===== config.mk =====
export PLATFORM = sky130hd
export DESIGN_NAME = output_selector
export DESIGN_NICKNAME = d
export VERILOG_FILES = /design/src/hdl/outsel_pkg.sv /design/src/hdl/presence_tracker.sv /design/src/hdl/output_selector.sv
export SDC_FILE = /design/constraint.sdc
export NUM_CORES = 1
export LEC_CHECK = 0
export ABC_CLOCK_PERIOD_IN_PS = 3200
export BUFFER_PORTS_ARGS = -buffer_cell sky130_fd_sc_hd__buf_2
export CORE_ASPECT_RATIO = 0.75
export CORE_UTILIZATION = 56
export DETAILED_ROUTE_END_ITERATION = 8
export HOLD_SLACK_MARGIN = 0.02
export PLACE_DENSITY = 0.8
export SLEW_MARGIN = 15
export SYNTH_ARGS = -nofsm -noshare
export SYNTH_HDL_FRONTEND = slang
export SYNTH_SLANG_ARGS = --single-unit

===== constraint.sdc =====
create_clock -name i_clk_sys -period 3.2 [get_ports i_clk_sys]
set_input_delay 0.48 -clock i_clk_sys [delete_from_list [all_inputs] [get_ports i_clk_sys]]
set_output_delay 0.48 -clock i_clk_sys [all_outputs]
set_load 0.1 [all_outputs]

===== src/hdl/outsel_pkg.sv =====
// package with modes, addresses and timing counts for the output source selector
package outsel_pkg;
  // ---------------------------------------------------------------
  // redundancy setting
  // ---------------------------------------------------------------
  typedef enum logic [1:0] {
    MODE_NONE = 2'h0,
    MODE_DUPLEX = 2'h1,
    MODE_STANDBY = 2'h2,
    MODE_VOTED = 2'h3
  } red_mode_t;
  // ---------------------------------------------------------------
  // controller bus addresses
  // ---------------------------------------------------------------
  localparam logic [4:0] ADDR_CTRL_A = 5'h1F;
  localparam logic [4:0] ADDR_CTRL_B = 5'h1E;
  localparam logic [4:0] ADDR_CTRL_C = 5'h1D;
  // ---------------------------------------------------------------
  // loss detection in bus scans
  // ---------------------------------------------------------------
  localparam int LOSS_SCANS = 3;
  localparam int NUM_POINTS = 16;
  // ---------------------------------------------------------------
  // source selection states
  // ---------------------------------------------------------------
  typedef enum logic [3:0] {
    SRC_A = 4'h1,
    SRC_B = 4'h2,
    SRC_C = 4'h4,
    SRC_NONE = 4'h8
  } src_t;
endpackage


===== src/hdl/presence_tracker.sv =====
// per-controller presence tracker counting scans without data
module presence_tracker #(
  parameter int LOSS = 3
) (
  // clock and reset
  input wire logic i_clk_sys,
  input wire logic i_rst,
  // scan events
  input wire logic i_scan_end,
  input wire logic i_got_data,
  // status
  output logic o_present
);
  logic [3:0] miss_q;
  logic seen_q;

  // the miss counter is four bits wide, so longer loss intervals cannot be served
  if (LOSS < 1 || LOSS > 15)
  begin : g_bad_loss
    $error("LOSS out of range");
  end

  // data seen during the current scan
  always_ff @(posedge i_clk_sys or posedge i_rst)
  begin
    if (i_rst)
      seen_q <= 1'b0;
    else if (i_scan_end)
      seen_q <= 1'b0;
    else if (i_got_data)
      seen_q <= 1'b1;
  end

  // data arriving in a scan keeps or restores presence at once
  always_ff @(posedge i_clk_sys or posedge i_rst)
  begin
    if (i_rst)
    begin
      miss_q <= 4'(LOSS);
      o_present <= 1'b0;
    end
    else if (i_got_data)
    begin
      miss_q <= 4'h0;
      o_present <= 1'b1;
    end
    else if (i_scan_end && !seen_q)
    begin
      if (miss_q < 4'(LOSS))
        miss_q <= miss_q + 4'h1;
      if (miss_q + 4'h1 >= 4'(LOSS))
        o_present <= 1'b0;
    end
  end
endmodule // presence_tracker


===== src/hdl/output_selector.sv =====
// output source selector for a non-voted discrete output block
// ---------------------------------------------------------------
// Overview of operation
// - the block runs in one of four configured settings: voted, standby, duplex or none.
// - with no redundancy the outputs follow the single controller as in a simplex system.
// - in duplex the block takes commands from addresses 30 and 31 and compares each point.
// - in duplex a point both controllers agree on goes to the agreed state.
// - in duplex a point on which they differ goes to its duplex default.
// - in duplex if one controller goes silent the other one drives the points directly.
// - three-source standby uses address 31, else 30, else 29.
// - with no source in three-source standby points go to default or hold, as configured.
// - two-source standby follows 31 and moves to 30 after three scans without 31.
// - with neither 30 nor 31 in two-source standby points go to default or hold.
// - in standby address 31 takes control back whenever it is sending.
// - controllers are identified by address 31 as A, 30 as B and 29 as C.
// ---------------------------------------------------------------
module output_selector #(
  parameter int POINTS = outsel_pkg::NUM_POINTS,
  parameter int LOSS = outsel_pkg::LOSS_SCANS
) (
  // clock and reset
  input wire logic i_clk_sys,
  input wire logic i_rst,
  // configuration
  input wire logic [1:0] i_red_mode,
  input wire logic i_three_source,
  input wire logic i_hold_last,
  input wire logic [POINTS-1:0] i_default_state,
  input wire logic [POINTS-1:0] i_duplex_default,
  // bus side, one command frame per strobe
  input wire logic i_scan_end,
  input wire logic i_cmd_valid,
  input wire logic [4:0] i_cmd_addr,
  input wire logic [POINTS-1:0] i_cmd_data,
  input wire logic [POINTS-1:0] i_voted_data,
  // outputs and status
  output logic [POINTS-1:0] o_points,
  output logic [3:0] o_source,
  output logic [2:0] o_present
);
  // ---------------------------------------------------------------
  // parameter checks
  // ---------------------------------------------------------------
  if (POINTS < 1 || POINTS > 32)
  begin : g_bad_points
    $error("POINTS out of range");
  end
  if (LOSS < 1 || LOSS > 15)
  begin : g_bad_loss
    $error("LOSS out of range");
  end

  function automatic logic addr_hit(input logic [4:0] a, input logic [4:0] ref_a);
    addr_hit = (a == ref_a);
  endfunction

  logic [POINTS-1:0] last_q [3];
  logic [2:0] present;
  logic [2:0] hit;
  logic [4:0] caddr [3];
  outsel_pkg::src_t src_d;
  logic [POINTS-1:0] points_d;

  assign caddr[0] = outsel_pkg::ADDR_CTRL_A;
  assign caddr[1] = outsel_pkg::ADDR_CTRL_B;
  assign caddr[2] = outsel_pkg::ADDR_CTRL_C;

  // ---------------------------------------------------------------
  // per controller capture and presence
  // ---------------------------------------------------------------
  genvar g;
  generate
    for (g = 0; g < 3; g++)
    begin : g_ctrl
      assign hit[g] = i_cmd_valid && addr_hit(i_cmd_addr, caddr[g]);
      always_ff @(posedge i_clk_sys or posedge i_rst)
      begin
        if (i_rst)
          last_q[g] <= '0;
        else if (hit[g])
          last_q[g] <= i_cmd_data;
      end
      // absence after LOSS quiet scans, in every redundancy mode
      presence_tracker #(.LOSS(LOSS)) presence_tracker_i (
        .i_clk_sys(i_clk_sys),
        .i_rst(i_rst),
        .i_scan_end(i_scan_end),
        .i_got_data(hit[g]),
        .o_present(present[g])
      );
    end
  endgenerate

  // ---------------------------------------------------------------
  // source priority
  // ---------------------------------------------------------------
  always_comb
  begin
    src_d = outsel_pkg::SRC_NONE;
    if (present[0])
      src_d = outsel_pkg::SRC_A;
    else if (present[1])
      src_d = outsel_pkg::SRC_B;
    else if (present[2] && i_three_source)
      src_d = outsel_pkg::SRC_C;
  end

  // ---------------------------------------------------------------
  // point drive per mode
  // ---------------------------------------------------------------
  always_comb
  begin
    points_d = o_points;
    case (outsel_pkg::red_mode_t'(i_red_mode))
      outsel_pkg::MODE_NONE:
      begin
        if (present[0])
          points_d = last_q[0];
        else if (!i_hold_last)
          points_d = i_default_state;
      end
      outsel_pkg::MODE_DUPLEX:
      begin
        if (present[0] && present[1])
          points_d = (last_q[0] & last_q[1]) |
            (i_duplex_default & (last_q[0] ^ last_q[1]));
        else if (present[0])
          points_d = last_q[0];
        else if (present[1])
          points_d = last_q[1];
        else if (!i_hold_last)
          points_d = i_default_state;
      end
      outsel_pkg::MODE_STANDBY:
      begin
        case (src_d)
          outsel_pkg::SRC_A: points_d = last_q[0];
          outsel_pkg::SRC_B: points_d = last_q[1];
          outsel_pkg::SRC_C: points_d = last_q[2];
          default:
          begin
            if (!i_hold_last)
              points_d = i_default_state;
          end
        endcase
      end
      default: points_d = i_voted_data;
    endcase
  end

  always_ff @(posedge i_clk_sys or posedge i_rst)
  begin
    if (i_rst)
      o_points <= '0;
    else
      o_points <= points_d;
  end

  always_ff @(posedge i_clk_sys or posedge i_rst)
  begin
    if (i_rst)
    begin
      o_source <= outsel_pkg::SRC_NONE;
      o_present <= 3'h0;
    end
    else
    begin
      o_source <= src_d;
      o_present <= present;
    end
  end

  // ---------------------------------------------------------------
  // checks
  // ---------------------------------------------------------------
  property p_a_wins;
    @(posedge i_clk_sys) disable iff (i_rst)
      present[0] |=> (o_source == 4'h1);
  endproperty
  a_a_wins: assert property (p_a_wins) else $error("A not in control");

  property p_duplex_agree;
    @(posedge i_clk_sys) disable iff (i_rst)
      (i_red_mode == 2'h1 && present[0] && present[1]) |=>
        ((o_points & ~($past(last_q[0]) ^ $past(last_q[1])))
         == ($past(last_q[0]) & ~($past(last_q[0]) ^ $past(last_q[1]))));
  endproperty
  a_duplex_agree: assert property (p_duplex_agree) else $error("agreed state lost");

  property p_duplex_diff;
    @(posedge i_clk_sys) disable iff (i_rst)
      (i_red_mode == 2'h1 && present[0] && present[1]) |=>
        ((o_points & ($past(last_q[0]) ^ $past(last_q[1])))
         == ($past(i_duplex_default) & ($past(last_q[0]) ^ $past(last_q[1]))));
  endproperty
  a_duplex_diff: assert property (p_duplex_diff) else $error("duplex default not used");

  property p_b_fallback;
    @(posedge i_clk_sys) disable iff (i_rst)
      (!present[0] && present[1]) |=> (o_source == 4'h2);
  endproperty
  a_b_fallback: assert property (p_b_fallback) else $error("B not selected");

  property p_c_two_src;
    @(posedge i_clk_sys) disable iff (i_rst)
      !i_three_source |=> (o_source != 4'h4);
  endproperty
  a_c_two_src: assert property (p_c_two_src) else $error("C used in two-source");

  property p_none_default;
    @(posedge i_clk_sys) disable iff (i_rst)
      (i_red_mode == 2'h2 && src_d == outsel_pkg::SRC_NONE && !i_hold_last)
        |=> (o_points == $past(i_default_state));
  endproperty
  a_none_default: assert property (p_none_default) else $error("default not driven");

  property p_none_hold;
    @(posedge i_clk_sys) disable iff (i_rst)
      (i_red_mode == 2'h2 && src_d == outsel_pkg::SRC_NONE && i_hold_last)
        |=> $stable(o_points);
  endproperty
  a_none_hold: assert property (p_none_hold) else $error("hold not kept");

  property p_simplex;
    @(posedge i_clk_sys) disable iff (i_rst)
      (i_red_mode == 2'h0 && present[0]) |=> (o_points == $past(last_q[0]));
  endproperty
  a_simplex: assert property (p_simplex) else $error("simplex drive wrong");

  property p_duplex_single;
    @(posedge i_clk_sys) disable iff (i_rst)
      (i_red_mode == 2'h1 && !present[0] && present[1]) |=> (o_points == $past(last_q[1]));
  endproperty
  a_duplex_single: assert property (p_duplex_single) else $error("survivor not used");
endmodule // output_selector


==> results.yml, run 1 <==
drt:
  drt-vias-per-instance: 6.05
  routed_wire_length_per_instance_um: 18.3
  drt.antenna.violating_nets: 0
  dr_total_vias: 4506
  detail_route.wirelength_mm: 13.6
  drc_errors: 0
  drt_first_iter_violations: 389
  drt-pass1-iter-count: 5
die:
  die_height_um: 86.6
  design.core.area_um2: 9160
  die_width_um: 115
  std_cell_rows: 30
  total_die_area_um2: 9940
  io_pins: 100
  initial_core_util_pct: 58.3
synth:
  yosysWarningCount: 0
  synth_area_leader_cell: "sky130_fd_sc_hd__dfrtp_1"
  mappedNetlistNets: 632
  synthesis.area_per_instance_um2: 10.0
  area_of_the_mapped_netlist_um2: 5340
  synth_cells: 533
  synth_top_area_share_pct: 37.9
  synth_edf_count: 0
  synth_seq_area_share_pct: 41.4
  asyncSetResetFlopFracSynth_pct: 100
  ys_dominant_reg_cell: "sky130_fd_sc_hd__dfrtp_1"
  synthDistinctLibCells: 46
  netlist_top_cells_area: "sky130_fd_sc_hd__dfrtp_1 38%, sky130_fd_sc_hd__mux2_2 6.3%, sky130_fd_sc_hd__mux2i_1 6.0%, sky130_fd_sc_hd__ha_1 5.2%, sky130_fd_sc_hd__o21ai_0 4.8%"
  number_of_storage_elements_in_the_synthesis_netlist: 88
global_routing:
  grt_first_pass_wirelength_mm: 21.7
  gr-total-overflow: 0
  number_of_antenna_violations_at_the_first_check_in_global_routing: 0
  global_route_usage_sum_pct: 29.1
  grt_start_max_net_pins: 49
  number_of_global_route_vias_before_repair: 4339
power:
  power_frac_comb_pct: 49.0
  seqPwrFrac_pct: 31.5
  power_switching_w: 0.00265
  internal_power_w: 0.00298
  static-leakage-power_nw: 2.80
  clock_power_share_pct: 19.5
  ir_drop_mv: 0.569
  swShare_pct: 47.1
  power.density_cell_area_nw_per_um2: 917
  report.power.total_w: 0.00564
clock_tree:
  tritoncts.num_buffers: 9
  post_cts.resized_instances: 0
  clockRootBuffer: "sky130_fd_sc_hd__clkbuf_16"
  post-cts-setup-buffer-count: 0
  hold_buffers: 0
  clk_path_buf_depth: 2
  htree_num_levels: 3
  clkSinkCount: 88
  tritoncts: "built"
  path_clk_slew_ns: 0.06
  clock_insertion_delay_at_the_later_pin_of_the_skew_report_ns: 0.34
setup_path:
  setup.worst_path.end_class: "register"
  critPathArrivalTime_ns: 2.40
  reg2reg_setup_slack_ns: 1.08
  depth_of_the_most_critical_reg_to_reg_path: 4
  timing.critical_path.from: "g_ctrl[0].presence_tracker_i.o_present"
  worst_setup_path_start_kind: "register"
  rr_endpoint: "o_points[10]"
  critical_path_peak_fanout: 48
  reg2reg_from: "g_ctrl[0].presence_tracker_i.o_present"
  worst_ep_required_time_ns: 3.48
  criticalPathCategory: "register to register"
sta:
  worst_slew_margin_rel_pct: 39.0
  max_freq_ghz: 0.472
  hold_violations_final: 0
  rsz0062_at_grt: "false"
  tightest_slew_ns: 0.913
  setup_tns_ns: 0
  slew_violations: 0
  fin_crit_ns: 2.12
  final_min_period_over_clock_period_pct: 66.3
  clock-skew-final_ns: 0.00602
  fin_ws_ns: 1.08
  finalSetupViolations: 0
placement:
  place.port_buffers: 99
  preCtsSetupSlack_ns: 1.13
  place_congestion: 0.862
  detailedPlacementHpwl_mm: 9.39
  number_of_cells_after_detailed_placement: 729
final_layout:
  stdcell_count: 745
  synthToLayoutAreaGrowth_pct: 15.1
  finalCoreUtilization_pct: 67.1
  antennaDiodeCount: 0
  final_layout_size_suffix_gt1_share_pct: 27.6
  fin_nets: 711
outcome:
  run_status: "complete, no violations"
job:
  cap_violations: 0
hold_path:
  worstHoldPathType: "input port to asynchronous set/reset pin"
[worst max-delay path: stages, from the launching register on]
cell	delay, ns
sky130_fd_sc_hd__dfrtp_2	0.75
sky130_fd_sc_hd__buf_4	0.56
sky130_fd_sc_hd__mux4_2	0.56
sky130_fd_sc_hd__nor2_1	0.09
sky130_fd_sc_hd__nand3b_1	0.10
[cell type report]
type / instances / area [µm²]
flip-flops and latches: 88 / 2210
inverters: 25 / 95.1
repair buffers: 106 / 561
clock buffers: 12 / 236
multi-input cells: 382 / 2810
fillers: 722 / 3010
clock inverters: 4 / 70.1
well taps: 128 / 160
[power by group through the flow]
stage | registers (W) | logic (W) | clock network [W]
2_1_floorplan | 0.00245 | 0.00156 | 0
3_3_place_gp | 0.00176 | 0.00265 | 0
3_5_place_dp | 0.00178 | 0.00272 | 0
4_1_cts | 0.00177 | 0.00274 | 0.00112
5_1_grt | 0.00182 | 0.00296 | 0.00116
6_report | 0.00178 | 0.00276 | 0.00110
[worst max path at each step]
| stage | end | slack, ns |
|---|---|---|
| 3_5_place_dp | o_points[10] | 1.13 |
| 4_1_cts | o_points[10] | 1.12 |
| 2_1_floorplan | g_ctrl[0].presence_tracker_i.miss_q[2] | 0.45 |
| 5_1_grt | o_points[10] | 0.99 |
| 3_3_place_gp | o_points[10] | 1.16 |
| 6_report | o_points[10] | 1.08 |
[through the flow]
step | hold WS, ns | cell area [µm²]
after CTS | 0.257 | 6150
final | 0.240 | 6150
after detailed placement | 0.481 | 5840
after global placement | 0.470 | 5840
after floorplan | 0.355 | 5340
after global routing | 0.294 | 6150
[cells by family (layout without fill, tap and decap cells)]
kind of cell	count (synthesis)	in the layout	synth area share, %
mux	64	64	13.2
compound gates	167	167	20.4
fa+ha+maj	22	22	5.15
simple gates	126	126	13.1
xor+xnor	3	3	0.492
buf+inv	63	147	6.25
flops	88	88	41.4
[registers in the layout, indices dropped and copies added (netlist names)]
register and flops:
o_source 3, o_present 3, last_q 48, o_points 16
g_ctrl.presence_tracker_i.seen_q 3, g_ctrl.presence_tracker_i.o_present 3, g_ctrl.presence_tracker_i.miss_q 12
[Yosys cell counts, types with 3 or more instances]
master                     number
sky130_fd_sc_hd__a211oi_1      15
sky130_fd_sc_hd__a21oi_1       37
sky130_fd_sc_hd__a221o_1       15
sky130_fd_sc_hd__a22oi_1       15
sky130_fd_sc_hd__and2_1         5
sky130_fd_sc_hd__buf_2         13
sky130_fd_sc_hd__buf_4          9
sky130_fd_sc_hd__buf_6          4
sky130_fd_sc_hd__clkbuf_1      10
sky130_fd_sc_hd__dfrtp_1       81
sky130_fd_sc_hd__dfstp_2        7
sky130_fd_sc_hd__ha_1          22
sky130_fd_sc_hd__inv_1         24
sky130_fd_sc_hd__mux2_2        30
sky130_fd_sc_hd__mux2i_1       32
sky130_fd_sc_hd__nand2_1       41
sky130_fd_sc_hd__nand2b_1       7
sky130_fd_sc_hd__nand3_1        3
sky130_fd_sc_hd__nand3b_1       3
sky130_fd_sc_hd__nor2_1        20
sky130_fd_sc_hd__nor2b_1       20
sky130_fd_sc_hd__nor3b_1       13
sky130_fd_sc_hd__nor4_2         3
sky130_fd_sc_hd__o211ai_1      13
sky130_fd_sc_hd__o21ai_0       51
sky130_fd_sc_hd__o21bai_1      13
sky130_fd_sc_hd__xnor2_1        3
[routing by layer]
| metal | global-route usage, % | vias to the layer above | wire, µm |
|---|---|---|---|
| met5 | 0 | - | 0 |
| met4 | 9.92 | 0 | 145 |
| met3 | 6.43 | 13 | 1340 |
| met2 | 45.7 | 226 | 6100 |
| met1 | 40.1 | 2176 | 6050 |
| li1 | - | 2091 | - |
[layout by cell type, fill, tap and decap left out, types with 2 or more instances in the layout]
cell	synthesis	final
sky130_fd_sc_hd__clkbuf_16	0	9
sky130_fd_sc_hd__a22oi_1	15	15
sky130_fd_sc_hd__o21bai_1	13	13
sky130_fd_sc_hd__o211ai_1	13	13
sky130_fd_sc_hd__dfrtp_1	81	80
sky130_fd_sc_hd__nand3_1	3	3
sky130_fd_sc_hd__buf_4	9	6
sky130_fd_sc_hd__buf_2	13	99
sky130_fd_sc_hd__nand3b_1	3	3
sky130_fd_sc_hd__nor2_1	20	19
sky130_fd_sc_hd__inv_1	24	23
sky130_fd_sc_hd__nand2_1	41	41
sky130_fd_sc_hd__and2_1	5	5
sky130_fd_sc_hd__nor3b_1	13	13
sky130_fd_sc_hd__and3_1	2	2
sky130_fd_sc_hd__a21oi_1	37	37
sky130_fd_sc_hd__o21ai_0	51	51
sky130_fd_sc_hd__dfstp_2	7	7
sky130_fd_sc_hd__a221o_1	15	15
sky130_fd_sc_hd__mux2i_1	32	32
sky130_fd_sc_hd__nand2b_1	7	7
sky130_fd_sc_hd__nor4bb_1	2	2
sky130_fd_sc_hd__a221oi_1	2	2
sky130_fd_sc_hd__bufinv_16	0	2
sky130_fd_sc_hd__mux2_2	30	30
sky130_fd_sc_hd__a211oi_1	15	15
sky130_fd_sc_hd__a2bb2oi_1	2	2
sky130_fd_sc_hd__ha_1	22	22
sky130_fd_sc_hd__xnor2_1	3	3
sky130_fd_sc_hd__clkbuf_1	10	3
sky130_fd_sc_hd__nor2b_1	20	20
sky130_fd_sc_hd__mux4_2	2	2
sky130_fd_sc_hd__nor4_2	3	3
sky130_fd_sc_hd__clkinv_2	0	3
No activity file was read; power rests on OpenSTA's default activity.
==> run 2: changes to the inputs <==
--- a/config.mk
+++ b/config.mk
@@ -5,7 +5,8 @@
 export SDC_FILE = /design/constraint.sdc
 export NUM_CORES = 1
 export LEC_CHECK = 0
-export ABC_CLOCK_PERIOD_IN_PS = 3200
+export ABC_AREA = 1
+export ABC_CLOCK_PERIOD_IN_PS = 2000
 export BUFFER_PORTS_ARGS = -buffer_cell sky130_fd_sc_hd__buf_2
 export CORE_ASPECT_RATIO = 0.75
 export CORE_UTILIZATION = 56
==> constraint.sdc (replaced) <==
create_clock -name i_clk_sys -period 2 [get_ports i_clk_sys]
set_input_delay 0.3 -clock i_clk_sys [delete_from_list [all_inputs] [get_ports i_clk_sys]]
set_output_delay 0.3 -clock i_clk_sys [all_outputs]
set_load 0.1 [all_outputs]
==> run 2 against run 1 <==
Combinational power shrank 36%. Largest power group is now sequential cells. Cell area shrank 1.3%. Synthesized cell count grew 32%. Sequential cell count is the same. Power grew 5.1%. Die area shrank 0.62%. Sequential power grew 36%. Via count grew 11%. Core utilization shrank 0.59 points.
==> results.yml, run 2 <==
final_layout:
  largestRegisters: "last_q (48), o_points (16), g_ctrl.presence_tracker_i.miss_q (12)"
  fin_nets: 892
  seqCellArea_um2: 2210
  antennaDiodeCount: 0
  final_cell_mix: "274 x sky130_fd_sc_hd__nand2_1, 99 x sky130_fd_sc_hd__buf_2, 81 x sky130_fd_sc_hd__dfrtp_1, 56 x sky130_fd_sc_hd__nor2_1, 44 x sky130_fd_sc_hd__inv_1"
  final_layout_size_suffix_gt1_share_pct: 22.4
  multi_input_comb_area_um2: 2600
  num-fill-cells: 810
  top_register_by_number_of_flip_flops: "last_q"
  largest_register_ff_count: 48
  synthToLayoutAreaGrowth_pct: 14.3
  layout_commonest_cell: "sky130_fd_sc_hd__nand2_1"
setup_path:
  crit_path_cell_trace: "nand2_1 -> nand2_4 -> nor2_1 -> nor2_1 -> nand2_1 -> nand4_1"
  reg2reg_setup_slack_ns: 0.27
  worst_setup_path_start_kind: "register"
  rr_endpoint: "o_points[3]"
  critical_path.slowest_cell: "sky130_fd_sc_hd__nand2_1"
  critical_path_peak_fanout: 18
  reg2reg_from: "g_ctrl[2].presence_tracker_i.o_present"
  critical-path-max-stage-delay_ns: 0.53
  critPathArrivalTime_ns: 1.94
  setup.worst_path.end_class: "register"
  criticalPathCategory: "register to register"
  depth_of_the_most_critical_reg_to_reg_path: 6
  worst_ep_required_time_ns: 2.21
synth:
  synthDistinctLibCells: 33
  yosys.cell_count.top_type: "sky130_fd_sc_hd__nand2_1"
  ys_dominant_reg_cell: "sky130_fd_sc_hd__dfrtp_1"
  yosysWarningCount: 0
  synthesis.area_per_instance_um2: 7.52
  area_of_the_mapped_netlist_um2: 5310
  synth_area_leader_cell: "sky130_fd_sc_hd__dfrtp_1"
  synth_seq_area_share_pct: 41.7
  mappedNetlistNets: 805
  number_of_storage_elements_in_the_synthesis_netlist: 88
  asyncSetResetFlopFracSynth_pct: 100
  synth_cells: 706
  synth_top_area_share_pct: 38.2
  synth_edf_count: 0
  ys_top_cells_by_count: "274 x sky130_fd_sc_hd__nand2_1, 81 x sky130_fd_sc_hd__dfrtp_1, 56 x sky130_fd_sc_hd__nor2_1, 45 x sky130_fd_sc_hd__inv_1, 41 x sky130_fd_sc_hd__nand3_1"
  netlist_top_cells_area: "sky130_fd_sc_hd__dfrtp_1 38%, sky130_fd_sc_hd__nand2_1 19%, sky130_fd_sc_hd__ha_1 5.2%, sky130_fd_sc_hd__o21ai_2 4.8%, sky130_fd_sc_hd__nor2_1 4.0%"
global_routing:
  number_of_antenna_violations_at_the_first_check_in_global_routing: 0
  grt_start_max_net_pins: 89
  gr-total-overflow: 0
  global_route_usage_sum_pct: 28.5
  number_of_global_route_vias_before_repair: 4754
  grt_first_pass_wirelength_mm: 21.8
sta:
  final_min_period_over_clock_period_pct: 86.5
  rsz0062_at_grt: "false"
  tightest_slew_ns: 0.733
  hold_violations_final: 0
  setup_tns_ns: 0
  clock-skew-final_ns: 0.00531
  fin_ws_ns: 0.270
  fin_crit_ns: 1.73
  final.hold.worst_slack_ns: 0.0402
  slew_violations: 0
  max_freq_ghz: 0.578
  worst_slew_margin_rel_pct: 51.0
  finalSetupViolations: 0
drt:
  detail_route.wirelength_mm: 13.3
  drt_first_iter_violations: 346
  drt.antenna.violating_nets: 0
  drc_errors: 0
  routed_wire_length_per_instance_um: 14.3
  dr_total_vias: 4996
  drt-vias-per-instance: 5.40
  drt-pass1-iter-count: 5
clock_tree:
  htree_num_levels: 3
  tritoncts: "built"
  clkSinkCount: 88
  post-cts-setup-buffer-count: 0
  hold_buffers: 0
  path_clk_slew_ns: 0.06
  post_cts.resized_instances: 0
  clock_insertion_delay_at_the_later_pin_of_the_skew_report_ns: 0.34
  clk_path_buf_depth: 2
  tritoncts.num_buffers: 9
  clockRootBuffer: "sky130_fd_sc_hd__clkbuf_16"
placement:
  place_congestion: 0.829
  preCtsSetupSlack_ns: 0.312
  detailedPlacementHpwl_mm: 9.29
  place.port_buffers: 99
die:
  total_die_area_um2: 9880
  std_cell_rows: 30
  die_width_um: 114
  design.core.area_um2: 9120
  initial_core_util_pct: 58.2
  die_height_um: 86.3
  io_pins: 100
power:
  power_switching_w: 0.00221
  static-leakage-power_nw: 3.33
  clock_power_share_pct: 29.3
  swShare_pct: 37.2
  seqPwrFrac_pct: 40.9
  power_frac_comb_pct: 29.8
  ir_drop_mv: 0.643
  internal_power_w: 0.00372
  power.density_cell_area_nw_per_um2: 976
hold_path:
  worstHoldPathType: "input port to asynchronous set/reset pin"
outcome:
  run_status: "complete, no violations"
job:
  cap_violations: 0
-- run 2: cell types whose count changed after synthesis, moves of 16 or more --
cell	before	now
sky130_fd_sc_hd__mux2_2	30	0
sky130_fd_sc_hd__o21ai_0	51	35
sky130_fd_sc_hd__nor2_1	20	56
sky130_fd_sc_hd__nand2_1	41	274
sky130_fd_sc_hd__nor2b_1	20	0
sky130_fd_sc_hd__nand3_1	3	41
sky130_fd_sc_hd__mux2i_1	32	0
sky130_fd_sc_hd__o21ai_2	0	29
sky130_fd_sc_hd__inv_1	24	45
-- run 2: cell type report --
cell class	count	area share, %
Clock inverter	6	1.11
Timing Repair Buffer	108	9.49
Multi-Input combinational cell	530	42.8
Sequential cell	88	36.4
Tap cell	128	2.64
Clock buffer	10	3.94
Inverter	56	3.55
-- run 2: cells by family after synthesis --
| kind of cell | synth area share (%) |
|---|---|
| xor gates and xnor gates | 0.990 |
| DFF | 41.7 |
| and+or+nand+nor | 30.6 |
| AOI/OAI and AO/OA | 12.2 |
| buffers and inverters | 9.38 |
| adders and majority gates | 5.19 |
-- run 2: how the worst max path moves through the flow --
stage               slack [ns]                                    from          end
CTS                       0.31  g_ctrl[2].presence_tracker_i.o_present  o_points[2]
detailed placement        0.31                          i_three_source  o_points[2]
floorplan                 0.38                            o_present[0]  o_source[0]
global placement          0.33                          i_three_source  o_points[2]
global route              0.12  g_ctrl[2].presence_tracker_i.o_present  o_points[1]
finish                    0.27  g_ctrl[2].presence_tracker_i.o_present  o_points[3]
-- run 2: per-stage QoR --
stage                     power (W)  cells  instance area [µm²]  utilization [%]
after detailed placement    0.00418    910                 5760             63.2
after floorplan             0.00376    706                 5310                -
after CTS                   0.00593    926                 6070             66.5
after global routing        0.00625    926                 6070             66.5
final                       0.00592    926                 6070             66.5
after global placement      0.00409    910                 5760             63.2
-- run 2: per-layer routing --
layer  up-vias  global-route usage [%]  routed length (µm)  share of wire (%)
met4         0                    11.9                 326                2.5
met2       223                    46.7                6130                 46
li1       2434                       -                   -                  -
met5         -                       0                   0                  0
met1      2309                    37.6                5890                 44
met3        30                    5.17                 912                6.9
-- run 2: worst max-delay path: cells and delay by family (launching register included) --
family	cells	cell delay (ns)
simple gates	6	1.20
flops	1	0.39
-- run 2: power by group through the flow --
stage	Clock, W	Sequential (W)	Combinational (W)
2_1_floorplan	0	0.00279	0.000977
3_3_place_gp	0	0.00242	0.00167
3_5_place_dp	0	0.00244	0.00174
4_1_cts	0.00175	0.00241	0.00177
5_1_grt	0.00183	0.00245	0.00196
6_report	0.00173	0.00242	0.00177
==> run 3: changes to the inputs <==
--- a/config.mk
+++ b/config.mk
@@ -5,7 +5,7 @@
 export SDC_FILE = /design/constraint.sdc
 export NUM_CORES = 1
 export LEC_CHECK = 0
-export ABC_AREA = 1
+export ABC_AREA = 0
 export ABC_CLOCK_PERIOD_IN_PS = 2000
 export BUFFER_PORTS_ARGS = -buffer_cell sky130_fd_sc_hd__buf_2
 export CORE_ASPECT_RATIO = 0.75
==> run 3 against run 2 <==
Highest routed layer unchanged. Largest cell class unchanged. Critical path depth decreased by 2. Power up 54%. Clock skew is 0.0029 ns higher. Sequential cell count unchanged. Die area grew 0.62%. Largest power group is now combinational logic. Critical path type unchanged.
==> results.yml, run 3 (synthesis results as in run 1) <==
outcome:
  run_status: "complete, no violations"
drt:
  drc_errors: 0
  drt-pass1-iter-count: 5
  dr_total_vias: 4602
  drt_first_iter_violations: 529
  drt.antenna.violating_nets: 0
  drt-vias-per-instance: 6.07
  routed_wire_length_per_instance_um: 18.8
  detail_route.wirelength_mm: 14.2
die:
  total_die_area_um2: 9940
  die_width_um: 115
  std_cell_rows: 30
  initial_core_util_pct: 58.3
  design.core.area_um2: 9160
  io_pins: 100
  die_height_um: 86.6
sta:
  hold_violations_final: 0
  clock-skew-final_ns: 0.00824
  fin_ws_ns: 0.264
  fin_crit_ns: 1.74
  finalSetupViolations: 0
  worst_slew_margin_rel_pct: 64.2
  max_freq_ghz: 0.576
  setup_tns_ns: 0
  final_min_period_over_clock_period_pct: 86.8
  slew_violations: 0
  rsz0062_at_grt: "false"
  tightest_slew_ns: 0.535
placement:
  place.port_buffers: 99
  place_congestion: 0.871
  preCtsSetupSlack_ns: 0.321
  place_area_um2: 5970
  detailedPlacementHpwl_mm: 9.94
setup_path:
  crit_path_cell_trace: "nor2b_4 -> a221o_1 -> nand4b_1 -> a32oi_1"
  reg2reg_from: "g_ctrl[0].presence_tracker_i.o_present"
  critPathArrivalTime_ns: 1.98
  critical_path.slowest_cell: "sky130_fd_sc_hd__dfrtp_2"
  setup.worst_path.end_class: "register"
  reg2reg_setup_slack_ns: 0.26
  depth_of_the_most_critical_reg_to_reg_path: 4
  timing.critical_path.from: "g_ctrl[0].presence_tracker_i.o_present"
  worst_setup_path_start_kind: "register"
  critical_path.endpoint: "o_points[3]"
  rr_endpoint: "o_points[3]"
  criticalPathCategory: "register to register"
  critical_path_peak_fanout: 16
  critical-path-max-stage-delay_ns: 0.58
  worst_ep_required_time_ns: 2.25
global_routing:
  gr-total-overflow: 0
  busiest_layer: "met2"
  grt_use_met1_pct: 41.9
  number_of_global_route_vias_before_repair: 4486
  grt.met3_usage_pct: 6.22
  grt_start_max_net_pins: 61
  grt_first_pass_wirelength_mm: 22.5
  global_route_usage_sum_pct: 30.1
  number_of_antenna_violations_at_the_first_check_in_global_routing: 0
  grt_use_met2_pct: 46.9
final_layout:
  finalCoreUtilization_pct: 68.5
  top_register_by_number_of_flip_flops: "last_q"
  final_layout_size_suffix_gt1_share_pct: 29.0
  fin_area_um2: 6270
  largestRegisters: "last_q (48), o_points (16), g_ctrl.presence_tracker_i.miss_q (12)"
  fin_nets: 724
  largest_register_ff_count: 48
  synthToLayoutAreaGrowth_pct: 17.4
  num-fill-cells: 723
  layout_commonest_cell: "sky130_fd_sc_hd__buf_2"
  antennaDiodeCount: 0
  final_cell_mix: "99 x sky130_fd_sc_hd__buf_2, 80 x sky130_fd_sc_hd__dfrtp_1, 51 x sky130_fd_sc_hd__o21ai_0, 41 x sky130_fd_sc_hd__nand2_1, 37 x sky130_fd_sc_hd__a21oi_1"
clock_tree:
  hold_buffers: 1
  tritoncts.num_buffers: 9
  clock_insertion_delay_at_the_later_pin_of_the_skew_report_ns: 0.34
  htree_num_levels: 3
  clkSinkCount: 88
  path_clk_slew_ns: 0.06
  clk_path_buf_depth: 2
  clockRootBuffer: "sky130_fd_sc_hd__clkbuf_16"
  post-cts-setup-buffer-count: 0
  post_cts.resized_instances: 0
  tritoncts: "built"
power:
  power.density_cell_area_nw_per_um2: 1460
  static-leakage-power_nw: 2.87
  ir_drop_mv: 0.860
  report.power.total_w: 0.00913
hold_path:
  worstHoldPathType: "input port to register"
job:
  cap_violations: 0
==> run 3: changes by cell type in the layout (fill, tap and decap cells not counted), moves of 29 or more <==
cell | previous run | this run
sky130_fd_sc_hd__mux2i_1 | 0 | 32
sky130_fd_sc_hd__o21ai_2 | 29 | 0
sky130_fd_sc_hd__mux2_2 | 0 | 30
sky130_fd_sc_hd__nand3_1 | 41 | 3
sky130_fd_sc_hd__nand2_1 | 274 | 41
sky130_fd_sc_hd__nor2_1 | 56 | 19
==> run 3: final cells by class <==
| cell class | instances | area (µm²) | share of cell area [%] |
|---|---|---|---|
| repair buffers | 119 | 698 | 11.1 |
| clock inverters | 4 | 45.0 | 0.718 |
| multi-input cells | 382 | 2810 | 44.8 |
| inverters | 25 | 97.6 | 1.56 |
| well taps | 128 | 160 | 2.55 |
| clock buffers | 12 | 246 | 3.93 |
| flip-flops and latches | 88 | 2210 | 35.3 |
==> run 3: how the worst min path moves through the flow <==
stage | from | endpoint | slack, ns | cells past startpoint
finish | i_voted_data[4] | o_points[4] | 0.17 | 3
detailed placement | i_rst | last_q[40] | 0.23 | 2
global route | i_scan_end | g_ctrl[2].presence_tracker_i.seen_q | 0.18 | 2
floorplan | g_ctrl[1].presence_tracker_i.o_present | o_present[1] | 0.35 | 0
global placement | i_rst | last_q[40] | 0.23 | 2
CTS | i_voted_data[4] | o_points[4] | 0.17 | 3
==> run 3: report_power, final <==
part	internal (W)	switching [W]	total, W
Combinational	0.00149	0.00314	0.00464
Clock	0.000997	0.000691	0.00169
Sequential	0.00232	0.000493	0.00281
Total	0.00481	0.00433	0.00913
==> run 3: worst max-delay path: cells and delay by family (launching register included) <==
family | cells | cell delay (ns)
flops | 1 | 0.58
simple gates | 2 | 0.56
compound gates | 2 | 0.50
==> run 3: routing by layer <==
metal | vias to the layer above | share of wire [%]
li1 | 2116 | -
met4 | 0 | 1.9
met5 | - | 0
met1 | 2205 | 44
met2 | 250 | 45
met3 | 31 | 9.0
==> run 3: per-stage QoR <==
stage / hold slack [ns] / std cells
finish: 0.173 / 758
global route: 0.184 / 758
CTS: 0.169 / 758
detailed placement: 0.235 / 741
global placement: 0.233 / 741
floorplan: 0.355 / 533
